==> config.mk <==
export PLATFORM = sky130hd
export DESIGN_NAME = residual_current_limit_monitor
export DESIGN_NICKNAME = d
export VERILOG_FILES = /design/src/hdl/rcm_pkg.sv /design/src/hdl/residual_current_limit_monitor.sv
export VERILOG_INCLUDE_DIRS = /design/src /design/src/hdl
export SDC_FILE = /design/constraint.sdc
export NUM_CORES = 2
export LEC_CHECK = 0
export BUFFER_PORTS_ARGS = -buffer_cell sky130_fd_sc_hd__buf_2
export CAP_MARGIN = 10
export CORE_MARGIN = 1
export CORE_UTILIZATION = 55
export DETAILED_ROUTE_END_ITERATION = 8
export HOLD_SLACK_MARGIN = 0.12
export PLACE_DENSITY = 0.76
export SETUP_SLACK_MARGIN = 0.2
export SLEW_MARGIN = 20
export SYNTH_ARGS = -nofsm -noshare
export SYNTH_HDL_FRONTEND = slang
export SYNTH_SLANG_ARGS = --single-unit
==> constraint.sdc <==
create_clock -name core_clk -period 13.82 [get_ports core_clk]
set_input_delay 2.073 -clock core_clk [delete_from_list [all_inputs] [get_ports core_clk]]
set_output_delay 2.073 -clock core_clk [all_outputs]
set_load 0.005 [all_outputs]
==> src/hdl/rcm_defines.svh <==
`ifndef RCM_DEFINES_SVH
`define RCM_DEFINES_SVH

// ****************************************
// Register byte offsets and step table bank codes
// ****************************************
`define REG_CTRL        8'h00
`define REG_STATIC_LIM  8'h04
`define REG_OFFSET      8'h08
`define REG_SCALE       8'h0C
`define REG_WARN_PCT    8'h10
`define REG_MIN_TIME    8'h14
`define REG_FLAGS       8'h18
`define REG_IRQ_STAT    8'h1C
`define REG_IRQ_MASK    8'h20
`define REG_LIMIT       8'h24
`define REG_WARN_LIM    8'h28
`define BANK_THR        2'h1
`define BANK_OFS        2'h2

// ****************************************
// Field positions and reset values
// ****************************************
`define FLAG_ALARM      1
`define CTRL_RST        11'h000
`define WARN_PCT_RST    8'h50
`define PCT_DIV         100

// ****************************************
// Timing
// ****************************************
`define CLK_PERIOD_NS   8
`define TIME_UNIT_NS    1000000

`endif

==> src/hdl/rcm_pkg.sv <==
package rcm_pkg;

    typedef enum logic [1:0] {
        LIM_STATIC   = 2'h0,
        LIM_DYNAMIC  = 2'h1,
        LIM_STEPWISE = 2'h2
    } limit_mode_t;

    typedef enum logic [1:0] {
        REF_MULTIFUNC = 2'h0,
        REF_BASE      = 2'h1,
        REF_MODULE    = 2'h2
    } ref_src_t;

    typedef enum logic [1:0] {
        XF_PASSIVE_AC = 2'h0,
        XF_LOOP_4_20  = 2'h1,
        XF_ACTIVE     = 2'h2
    } xfmr_t;

    typedef struct packed {
        logic [3:0]  num_steps;
        logic        cable_en;
        xfmr_t       xfmr;
        ref_src_t    ref_src;
        limit_mode_t mode;
    } ctrl_t;

    typedef struct packed {
        logic cable_break;
        logic alarm;
        logic over;
        logic warn;
    } flags_t;

endpackage

==> src/hdl/residual_current_limit_monitor.sv <==
// Our own choices: the placing of the registers and the Avalon-MM register port.
`timescale 1ns/1ps
`include "rcm_defines.svh"
module residual_current_limit_monitor
    import rcm_pkg::*;
#(
    parameter int DW         = 16,
    parameter int NUM_STEPS  = 10,
    parameter int SCALE_FRAC = 8,
    parameter int TIME_W     = 16,
    parameter int TICK_CYC   = `TIME_UNIT_NS / `CLK_PERIOD_NS
) (
    input  wire logic          core_clk,
    input  wire logic          rst_n,
    input  wire logic [7:0]    avs_address,
    input  wire logic          avs_read,
    input  wire logic          avs_write,
    input  wire logic [31:0]   avs_writedata,
    input  wire logic [3:0]    avs_byteenable,
    output logic      [31:0]   avs_readdata,
    output logic               avs_waitrequest,
    input  wire logic [DW-1:0] rc_value,
    input  wire logic [DW-1:0] ref_multifunc,
    input  wire logic [DW-1:0] ref_base,
    input  wire logic [DW-1:0] ref_module,
    input  wire logic          cable_fault,
    output flags_t             flags,
    output logic               irq
);

    generate
        if (DW < 8 || DW > 32 || NUM_STEPS < 1 || NUM_STEPS > 15 ||
            TIME_W > 32 || TICK_CYC < 1) begin : g_bad
            $error("residual_current_limit_monitor: bad parameters");
        end
    endgenerate

    localparam int TCW = $clog2(TICK_CYC + 1);

    // ****************************************
    // Register storage
    // ****************************************
    ctrl_t             ctrl_reg;
    logic [DW-1:0]     static_lim_reg;
    logic [DW-1:0]     offset_reg;
    logic [DW-1:0]     scale_reg;
    logic [7:0]        pct_reg;
    logic [TIME_W-1:0] min_time_reg;
    logic [DW-1:0]     thr_mem [NUM_STEPS];
    logic [DW-1:0]     ofs_mem [NUM_STEPS];
    flags_t            irq_stat_reg;
    flags_t            irq_mask_reg;
    logic              wait_reg;
    logic [31:0]       rdata_reg;
    logic              acc;
    logic              wr_acc;
    logic [31:0]       wmerge;
    logic [31:0]       rd_next;
    logic [3:0]        bank_idx;
    logic              in_bank;

    // ****************************************
    // Datapath state
    // ****************************************
    logic [DW-1:0]     ref_reg;
    logic [DW-1:0]     rc_reg;
    logic [DW-1:0]     limit_reg;
    logic [DW-1:0]     limit_next;
    logic [DW-1:0]     warn_lim_reg;
    logic [DW-1:0]     warn_lim_next;
    logic [TCW-1:0]    tick_div_reg;
    logic              tick;
    logic [TIME_W-1:0] exceed_cnt_reg;
    flags_t            flags_reg;
    flags_t            flags_prev_reg;
    logic              alarm_ack;
    logic              irq_reg;

    function automatic logic [31:0] be_merge(input logic [31:0] o,
                                             input logic [31:0] n,
                                             input logic [3:0]  be);
        logic [31:0] r;
        r = o;
        for (int b = 0; b < 4; b++) begin
            if (be[b]) begin
                r[b*8 +: 8] = n[b*8 +: 8];
            end
        end
        return r;
    endfunction

    // ****************************************
    // Avalon slave handshake
    // ****************************************
    assign acc      = (avs_read || avs_write) && wait_reg;
    assign wr_acc   = avs_write && !wait_reg;
    assign bank_idx = avs_address[5:2];
    assign in_bank  = (avs_address[1:0] == 2'h0) &&
                      (32'(bank_idx) < NUM_STEPS);

    always_ff @(posedge core_clk or negedge rst_n) begin
        if (!rst_n) begin
            wait_reg  <= 1'b1;
            rdata_reg <= 32'h0000_0000;
        end else begin
            wait_reg <= !acc;
            if (acc && avs_read) begin
                rdata_reg <= rd_next;
            end
        end
    end

    always_comb begin
        rd_next = 32'h0000_0000;
        case (avs_address)
            `REG_CTRL:       rd_next = 32'(ctrl_reg);
            `REG_STATIC_LIM: rd_next = 32'(static_lim_reg);
            `REG_OFFSET:     rd_next = 32'(offset_reg);
            `REG_SCALE:      rd_next = 32'(scale_reg);
            `REG_WARN_PCT:   rd_next = 32'(pct_reg);
            `REG_MIN_TIME:   rd_next = 32'(min_time_reg);
            `REG_FLAGS:      rd_next = 32'(flags_reg);
            `REG_IRQ_STAT:   rd_next = 32'(irq_stat_reg);
            `REG_IRQ_MASK:   rd_next = 32'(irq_mask_reg);
            `REG_LIMIT:      rd_next = 32'(limit_reg);
            `REG_WARN_LIM:   rd_next = 32'(warn_lim_reg);
            default: begin
                if (in_bank && avs_address[7:6] == `BANK_THR) begin
                    rd_next = 32'(thr_mem[bank_idx]);
                end else if (in_bank && avs_address[7:6] == `BANK_OFS) begin
                    rd_next = 32'(ofs_mem[bank_idx]);
                end
            end
        endcase
        wmerge = be_merge(rd_next, avs_writedata, avs_byteenable);
    end

    // ****************************************
    // Configuration writes
    // ****************************************
    always_ff @(posedge core_clk or negedge rst_n) begin
        if (!rst_n) begin
            ctrl_reg       <= ctrl_t'(`CTRL_RST);
            static_lim_reg <= '0;
            offset_reg     <= '0;
            scale_reg      <= '0;
            pct_reg        <= `WARN_PCT_RST;
            min_time_reg   <= '0;
            irq_mask_reg   <= '0;
        end else if (wr_acc) begin
            case (avs_address)
                `REG_CTRL:       ctrl_reg       <= ctrl_t'(wmerge[10:0]);
                `REG_STATIC_LIM: static_lim_reg <= wmerge[DW-1:0];
                `REG_OFFSET:     offset_reg     <= wmerge[DW-1:0];
                `REG_SCALE:      scale_reg      <= wmerge[DW-1:0];
                `REG_WARN_PCT:   pct_reg        <= wmerge[7:0];
                `REG_MIN_TIME:   min_time_reg   <= wmerge[TIME_W-1:0];
                `REG_IRQ_MASK:   irq_mask_reg   <= flags_t'(wmerge[3:0]);
                default:         ;
            endcase
        end
    end

    // Step tables, no ordering enforced
    always_ff @(posedge core_clk or negedge rst_n) begin
        if (!rst_n) begin
            for (int i = 0; i < NUM_STEPS; i++) begin
                thr_mem[i] <= '0;
                ofs_mem[i] <= '0;
            end
        end else if (wr_acc && in_bank) begin
            if (avs_address[7:6] == `BANK_THR) begin
                thr_mem[bank_idx] <= wmerge[DW-1:0];
            end else if (avs_address[7:6] == `BANK_OFS) begin
                ofs_mem[bank_idx] <= wmerge[DW-1:0];
            end
        end
    end

    // ****************************************
    // Limit computation
    // ****************************************
    always_ff @(posedge core_clk or negedge rst_n) begin
        if (!rst_n) begin
            ref_reg <= '0;
            rc_reg  <= '0;
        end else begin
            rc_reg <= rc_value;
            case (ctrl_reg.ref_src)
                REF_MULTIFUNC: ref_reg <= ref_multifunc;
                REF_BASE:      ref_reg <= ref_base;
                REF_MODULE:    ref_reg <= ref_module;
                default:       ref_reg <= ref_multifunc;
            endcase
        end
    end

    always_comb begin
        logic [2*DW:0]   sum;
        logic [2*DW-1:0] prod;
        logic [DW-1:0]   step_ofs;
        sum      = '0;
        prod     = (2*DW)'(ref_reg) * (2*DW)'(scale_reg);
        step_ofs = '0;
        for (int i = 0; i < NUM_STEPS; i++) begin
            if (i < 32'(ctrl_reg.num_steps) && ref_reg > thr_mem[i]) begin
                step_ofs = ofs_mem[i];
            end
        end
        case (ctrl_reg.mode)
            LIM_STATIC:   sum = (2*DW+1)'(static_lim_reg);
            LIM_DYNAMIC:  sum = (2*DW+1)'(prod >> SCALE_FRAC) +
                                (2*DW+1)'(offset_reg);
            LIM_STEPWISE: sum = (2*DW+1)'(offset_reg) +
                                (2*DW+1)'(step_ofs);
            default:      sum = (2*DW+1)'(static_lim_reg);
        endcase
        if (sum[2*DW:DW] != '0) begin
            limit_next = '1;
        end else begin
            limit_next = sum[DW-1:0];
        end
        warn_lim_next = DW'((limit_reg * pct_reg) / `PCT_DIV);
    end

    always_ff @(posedge core_clk or negedge rst_n) begin
        if (!rst_n) begin
            limit_reg    <= '0;
            warn_lim_reg <= '0;
        end else begin
            limit_reg    <= limit_next;
            warn_lim_reg <= warn_lim_next;
        end
    end

    // ****************************************
    // Exceedance timer
    // ****************************************
    assign tick = (tick_div_reg == TCW'(TICK_CYC - 1));

    always_ff @(posedge core_clk or negedge rst_n) begin
        if (!rst_n) begin
            tick_div_reg <= '0;
        end else if (tick) begin
            tick_div_reg <= '0;
        end else begin
            tick_div_reg <= tick_div_reg + 1'b1;
        end
    end

    always_ff @(posedge core_clk or negedge rst_n) begin
        if (!rst_n) begin
            exceed_cnt_reg <= '0;
        end else if (!flags_reg.over) begin
            exceed_cnt_reg <= '0;
        end else if (tick && exceed_cnt_reg != '1) begin
            exceed_cnt_reg <= exceed_cnt_reg + 1'b1;
        end
    end

    // ****************************************
    // Flags
    // ****************************************
    assign alarm_ack = wr_acc && avs_address == `REG_FLAGS &&
                       avs_byteenable[0] && avs_writedata[`FLAG_ALARM];

    always_ff @(posedge core_clk or negedge rst_n) begin
        if (!rst_n) begin
            flags_reg      <= '0;
            flags_prev_reg <= '0;
        end else begin
            flags_prev_reg   <= flags_reg;
            flags_reg.warn   <= rc_reg > warn_lim_reg;
            flags_reg.over   <= rc_reg > limit_reg;
            flags_reg.cable_break <= ctrl_reg.cable_en && cable_fault &&
                (ctrl_reg.xfmr == XF_PASSIVE_AC ||
                 ctrl_reg.xfmr == XF_LOOP_4_20);
            if (flags_reg.over && exceed_cnt_reg > min_time_reg) begin
                flags_reg.alarm <= 1'b1;
            end else if (alarm_ack) begin
                flags_reg.alarm <= 1'b0;
            end
        end
    end

    // ****************************************
    // Interrupts
    // ****************************************
    always_ff @(posedge core_clk or negedge rst_n) begin
        if (!rst_n) begin
            irq_stat_reg <= '0;
            irq_reg      <= 1'b0;
        end else begin
            irq_stat_reg <= (irq_stat_reg &
                             ~((wr_acc && avs_address == `REG_IRQ_STAT) ?
                               flags_t'(avs_writedata[3:0] &
                                        {4{avs_byteenable[0]}}) :
                               flags_t'(4'h0))) |
                            (flags_reg & ~flags_prev_reg);
            irq_reg      <= |(irq_stat_reg & irq_mask_reg);
        end
    end

    assign avs_readdata    = rdata_reg;
    assign avs_waitrequest = wait_reg;
    assign flags           = flags_reg;
    assign irq             = irq_reg;
endmodule // residual_current_limit_monitor

# Yosys cells after proc, flatten, opt, wreduce, memory -nomap -nowiden

Cells that the tools add are included.

RAM bits: 0
Bits of input ports: 113
Flip-flop bits (word level): 550
Latch bits: 0
Memory bits (read-only): 0
Output and inout bits: 38
Memories kept: 0
Word-level logic and storage cells: 196

Bitwise logic cells: 9
Order comparisons: 26
Reductions and logical operators: 45
Shift operators: 0
Add/subtract/negate cells: 4
Multiplexer cells: 34
Divide/modulo/power cells: 1
Eq/ne operators: 20
Multiply operators: 2

Operator list:

| cell                                                       | count |
|---|---|
| bitwise mux 160 bit                                        | 2 |
| 2-to-1 mux 16 bit                                          | 20 |
| greater-than comparator 16 bit                             | 13 |
| case mux 16 bit (11 select lines)                          | 1 |
| binary-select mux 16 bit (select 4 bit)                    | 2 |
| demux 16 bit (select 4 bit)                                | 1 |
| case mux 25 bit (2 select lines)                           | 1 |
| divider 24 x 7 -> 32 bit (second input constant)           | 1 |
| == test 8 x 5 -> 1 bit (second input constant)             | 4 |
| multiplier 16 x 16 -> 32 bit                               | 1 |
| case mux 16 bit (2 select lines)                           | 1 |
| logical AND 1 bit                                          | 26 |
| adder 24 x 16 -> 25 bit                                    | 1 |
| == test 8 x 6 -> 1 bit (second input constant)             | 3 |
| multiplier 16 x 8 -> 24 bit                                | 1 |
| adder 16 x 16 -> 17 bit                                    | 1 |
| adder 17 x 1 -> 17 bit (second input constant)             | 1 |
| == test 17 bit (second input constant)                     | 1 |
| 2-to-1 mux 17 bit                                          | 1 |
| nonzero test 17 bit                                        | 1 |
| adder 16 x 1 -> 16 bit (second input constant)             | 1 |
| bitwise AND 4 bit                                          | 4 |
| == test 8 x 4 -> 1 bit (second input constant)             | 2 |
| less-than comparator 3 x 4 -> 1 bit (first input constant) | 4 |
| 26 further kinds                                           | 47 |

# Logic depth before layout (Yosys ltp)

Depth after elaboration: 16
Gate-level depth with buffers: 61
Gate-level depth less buffers: 55

# Worst setup path after synthesis

No wires, ideal clock.

Kind: register -> register
Start: reg pct_reg[6]
End: reg warn_lim_reg[0]
Stages on the path, launching flop included: 57
Path buffers: 3
Setup slack: -0.620 ns
Arrival: 14.316 ns
Library setup time: 0.124 ns
Required time: 13.696 ns
Clock period less this slack: 14.440 ns
Cell sequence: dfstp_2 clkbuf_1 nand2_1 fa_1 fa_1 inv_1 fa_1 inv_1 fa_1 inv_1 ha_1 a21o_1 a221oi_4 o22ai_4 a21oi_2 xnor2_1 or4_1 buf_2 [... 21 more ...] a31oi_2 inv_2 and2_1 o21a_2 a211oi_2 o21ai_1 a211oi_4 mux2_2 nor3_4 nor2_1 o31a_1 a31oi_4 xnor2_1 or3_1 a211o_1 a22oi_2 a21oi_1 o31a_1

Longest elaborated chain between the ends: 2

RTL lines:

| what                               | line                                  | RTL |
|---|---|---|
| from (decl)                        | residual_current_limit_monitor.sv:47  | `logic [7:0] pct_reg;` |
| from (signal assigned)             | residual_current_limit_monitor.sv:147 | `` pct_reg <= `WARN_PCT_RST; `` |
| from (signal assigned)             | residual_current_limit_monitor.sv:156 | `` `REG_WARN_PCT: pct_reg <= wmerge[7:0]; `` |
| multiplier 16 x 8 -> 24 bit        | residual_current_limit_monitor.sv:223 | `` warn_lim_next = DW'((limit_reg * pct_reg) / `PCT_DIV); `` |
| divider 24 x 7 -> 32 bit (no line) | n/a                                   |  |
| named net warn_lim_next[0]         | residual_current_limit_monitor.sv:70  | `logic [DW-1:0] warn_lim_next;` |
| to (signal assigned)               | residual_current_limit_monitor.sv:232 | `warn_lim_reg <= warn_lim_next;` |
| to (decl)                          | residual_current_limit_monitor.sv:69  | `logic [DW-1:0] warn_lim_reg;` |

The timed path passes the listed nets, and every way through them passes these cells.
A chain may end at the register's enable or synchronous reset.

# Final worst setup path

Start: reg pct_reg[4]
End: reg warn_lim_reg[0]

Same word-level chain as after synthesis.

==> results.md <==
| Parameter | Value |
| --- | --- |
| Cell depth of the worst hold path | 1 |
| Routability congestion estimate | 0.949 |
| Flip-flop cell with the highest count after synthesis | sky130_fd_sc_hd__dfrtp_1 |
| Clock Tree Root | sky130_fd_sc_hd__clkbuf_16 |
| Initial Util | 55.8% |
| Multi-input logic area | 0.0318 mm^2 |
| End point of the most critical hold path | irq_stat_reg[0]$_DFF_PN0_ |
| Asr flop ratio synth | 100% |
| Clock Sinks | 534 |
| Global-route wire length before repair | 230000 um |
| Sequential element share of the synthesized area | 28.5% |
| Final setup fails | 3 |
| Share of the synthesized area in the top cell type | 28.3% |
| Largest driver fanout on the critical path | 7 |
| Launch point of the worst hold path | flags_prev_reg[0]$_DFF_PN0_ |
| Final routed DRC violation total | 2 |
| Result of the run | finished with violations |
| Synth Register Bits | 534 |
| Syn. warnings | 0 |
| Post-layout minimum cycle time | 14.46 ns |
| Largest net degree at the start of global routing | 149 |
| CTS tree | built |
| Measured slew at the worst slew-check pin | 1.15 ns |
| Number of max-slew violations in the final report | 0 |
| Sum of net half-perimeters after detailed placement | 103000 um |
| Commonest non-fill, non-tap cell in the layout | sky130_fd_sc_hd__nand2_1 |
| Count of antenna-violating nets left after detailed routing | 0 |
| Worst r2r path cells | 59 |
| Worst path most repeated cell | sky130_fd_sc_hd__buf_4 |
| Flop-to-flop setup slack | -0.64 ns |
| Power density of the placed cells | 70.0 mW/mm^2 |
| Number of standard cells in the final layout excluding fillers | 6915 |
| Largest stage delay on the critical path | 0.63 ns |
| Worst-path clk slew | 0.06 ns |
| Average detailed-routed wire length per instance | 21.1 um |
| Horizontal die dimension | 294 um |
| Vias in the first global route | 42157 |
| Worst-Skew Late Latency | 0.67 ns |
| Number of core rows | 106 |
| Cts bufs inserted | 59 |
| Hold Crit Class | reg2reg |
| Startpoint-to-endpoint class of the critical path | reg2reg |
| Relative slew slack | 21.7% |
| Number of buffers inserted for hold repair after clock tree synthesis | 0 |
| Timing-limited maximum frequency | 0.0692 GHz |
| Failing checks | design-rule violations, negative setup slack |
| Routed vias/inst | 6.13 |
| Number of maximum-capacitance violations | 0 |
| Number of buffers added on ports | 116 |
| Count of flip-flops with a built-in enable after synthesis | 0 |
| Setup repair after global routing missed its margin | true |
| Top library cells by usage in the layout, fill and taps aside | sky130_fd_sc_hd__nand2_1 (761), sky130_fd_sc_hd__o21ai_0 (536), sky130_fd_sc_hd__inv_1 (534) |
| Worst vdd ir | 0.000106 V |
| Number of filler cells placed in the layout | 6729 |
| Post-synthesis instance total | 5356 |
| Core Region | 0.0841 mm^2 |
| Pleak | 25.3 nW |
| Final Hold Violating Endpoints | 0 |
| Data required, critical path | 14.36 ns |
| Crit end category | flip-flop |
| Die area | 0.0865 mm^2 |
| Dominant cells by area after synthesis | sky130_fd_sc_hd__dfrtp_1 (28%), sky130_fd_sc_hd__fa_1 (12%), sky130_fd_sc_hd__ha_1 (10%) |
| Final WL | 146000 um |
| Initial DRC count | 4291 |
| Floorplan die height | 294 um |
| Kind of start point of the critical path | flip-flop |
| Proportion of layout cells with a drive suffix above 1 | 18.5% |
| Number of placed cells counting well taps | 6732 |
| Slowest cell on the critical path | sky130_fd_sc_hd__dfstp_2 |
| Initial antenna violation count | 11 |
| Setup Skew | 0.0534 ns |
| Area used by sequential logic in the layout | 0.0134 mm^2 |
| Yosys top cell by area | sky130_fd_sc_hd__dfrtp_1 |
| Data arrival time at the worst-slack endpoint | 15.00 ns |
| Netlist cell types | 118 |
| Layout overhead on the synthesized area | 17.4% |
| H-tree Lvls | 2 |
| Number of search-and-repair iterations in the first detailed-routing pass | 9 |
| GRT Util Overall | 33.7% |
| Global route overflow | 0 |
| Synthesized area per cell | 8.76 um^2 |
| Via count of the routed design | 42403 |
| Reg-to-reg endpoint | warn_lim_reg[0]$_DFF_PN0_ |
| Post-layout utilization of the core | 65.5% |
| Clock tree buffer depth | 3 |
| Final critical-path share of the clock period | 105% |
| Final nets | 6505 |
| Setup slack of the critical path after layout | -0.641 ns |
| Netlist area before placement | 0.0469 mm^2 |
| Worst r2r src | pct_reg[4]$_DFFE_PN1P_ |
| Count of boundary I/O pins | 151 |
## cells in the mapped netlist, drive strengths merged (49+ instances only)
cell,instances
clkbuf,269
a21oi,238
fa,279
and2,211
inv,539
nand2,769
mux4,64
ha,391
nor2b,55
nor3,80
nand3,55
o211ai,66
xnor2,61
o21ai,568
nor2,288
nand4,61
dfrtp,531
a22oi,75
nand2b,49
a21o,58
## kinds of logic (layout without fill, tap and decap cells)
logic type,Yosys count,in the layout,share of synthesized area [%]
flip-flops,534,534,28.5
multiplexers,119,119,4.33
buffers and inverters,849,1250,6.94
other,1,25,0.00799
AO/OA/AOI/OAI,1395,1395,19.2
adder cells (fa/ha/maj),673,673,22.4
AND/OR/NAND/NOR,1680,1680,16.7
XOR/XNOR,105,105,1.96
## how the worst max path moves through the flow
| stage | startpoint | end | slack (ns) | depth (start not counted) |
|---|---|---|---|---|
| global route | pct_reg[6]$_DFFE_PN1P_ | warn_lim_reg[0]$_DFF_PN0_ | -1.14 | 60 |
| CTS | pct_reg[4]$_DFFE_PN1P_ | warn_lim_reg[0]$_DFF_PN0_ | -0.29 | 55 |
| floorplan | pct_reg[4]$_DFFE_PN1P_ | warn_lim_reg[0]$_DFF_PN0_ | -0.09 | 55 |
| finish | pct_reg[4]$_DFFE_PN1P_ | warn_lim_reg[0]$_DFF_PN0_ | -0.64 | 59 |
| global placement | pct_reg[4]$_DFFE_PN1P_ | warn_lim_reg[0]$_DFF_PN0_ | -0.77 | 59 |
| detailed placement | pct_reg[4]$_DFFE_PN1P_ | warn_lim_reg[0]$_DFF_PN0_ | -1.10 | 56 |
## metrics by stage
step           TNS (ns)  setup slack [ns]  area [um^2]  total power [mW]  hold WS [ns]
2_1_floorplan   -0.0903           -0.0903        47200              1.96         0.400
3_3_place_gp      -1.60            -0.774        51400              2.18         0.401
3_5_place_dp      -2.52             -1.10        51400              2.19         0.413
4_1_cts          -0.507            -0.291        54200              3.84         0.421
5_1_grt           -2.78             -1.14        55100              3.99         0.448
6_report          -1.33            -0.641        55100              3.86         0.415
## where the power goes
group	leakage, nW	switching, mW	internal [mW]
clock network	0.979	0.712	0.943
registers	7.29	0.0417	1.60
logic	17.0	0.350	0.216
total	25.3	1.10	2.75
## final cells by class
| cell class | count | share of cell area [%] |
|---|---|---|
| Timing Repair Buffer | 599 | 8.02 |
| Multi-Input combinational cell | 3988 | 57.7 |
| Tap cell | 1134 | 2.58 |
| Inverter | 540 | 3.68 |
| Antenna cell | 9 | 0.0409 |
| Clock inverter | 31 | 0.620 |
| Clock buffer | 80 | 3.08 |
| Sequential cell | 534 | 24.3 |
## layer usage
layer | track usage [%] | wire, um | vias up | part of all wire [%]
li1 | - | - | 19230 | -
met1 | 43.6 | 55900 | 20607 | 38
met2 | 54.1 | 67900 | 2127 | 47
met3 | 7.42 | 14600 | 431 | 10
met4 | 15.6 | 7150 | 8 | 4.9
met5 | 0 | 49 | - | 0.034
## worst max-delay path, delay by kind of cell (launching register included)
kind	cells	cell delay [ns]
xor+xnor	1	0.16
flops	1	0.63
simple gates	13	2.78
compound gates	28	6.74
fa+ha+maj	5	2.33
mux	1	0.30
buf+inv	11	1.37
## what timing repair did
item,in CTS,in global routing
endpoints found under the hold margin,0,0
resized for setup,112,112
setup endpoints to repair,4,4
cloned,0,0
buffers inserted,35,22
pin swaps,67,29
Note: power is estimated with default switching activity, not from simulation.
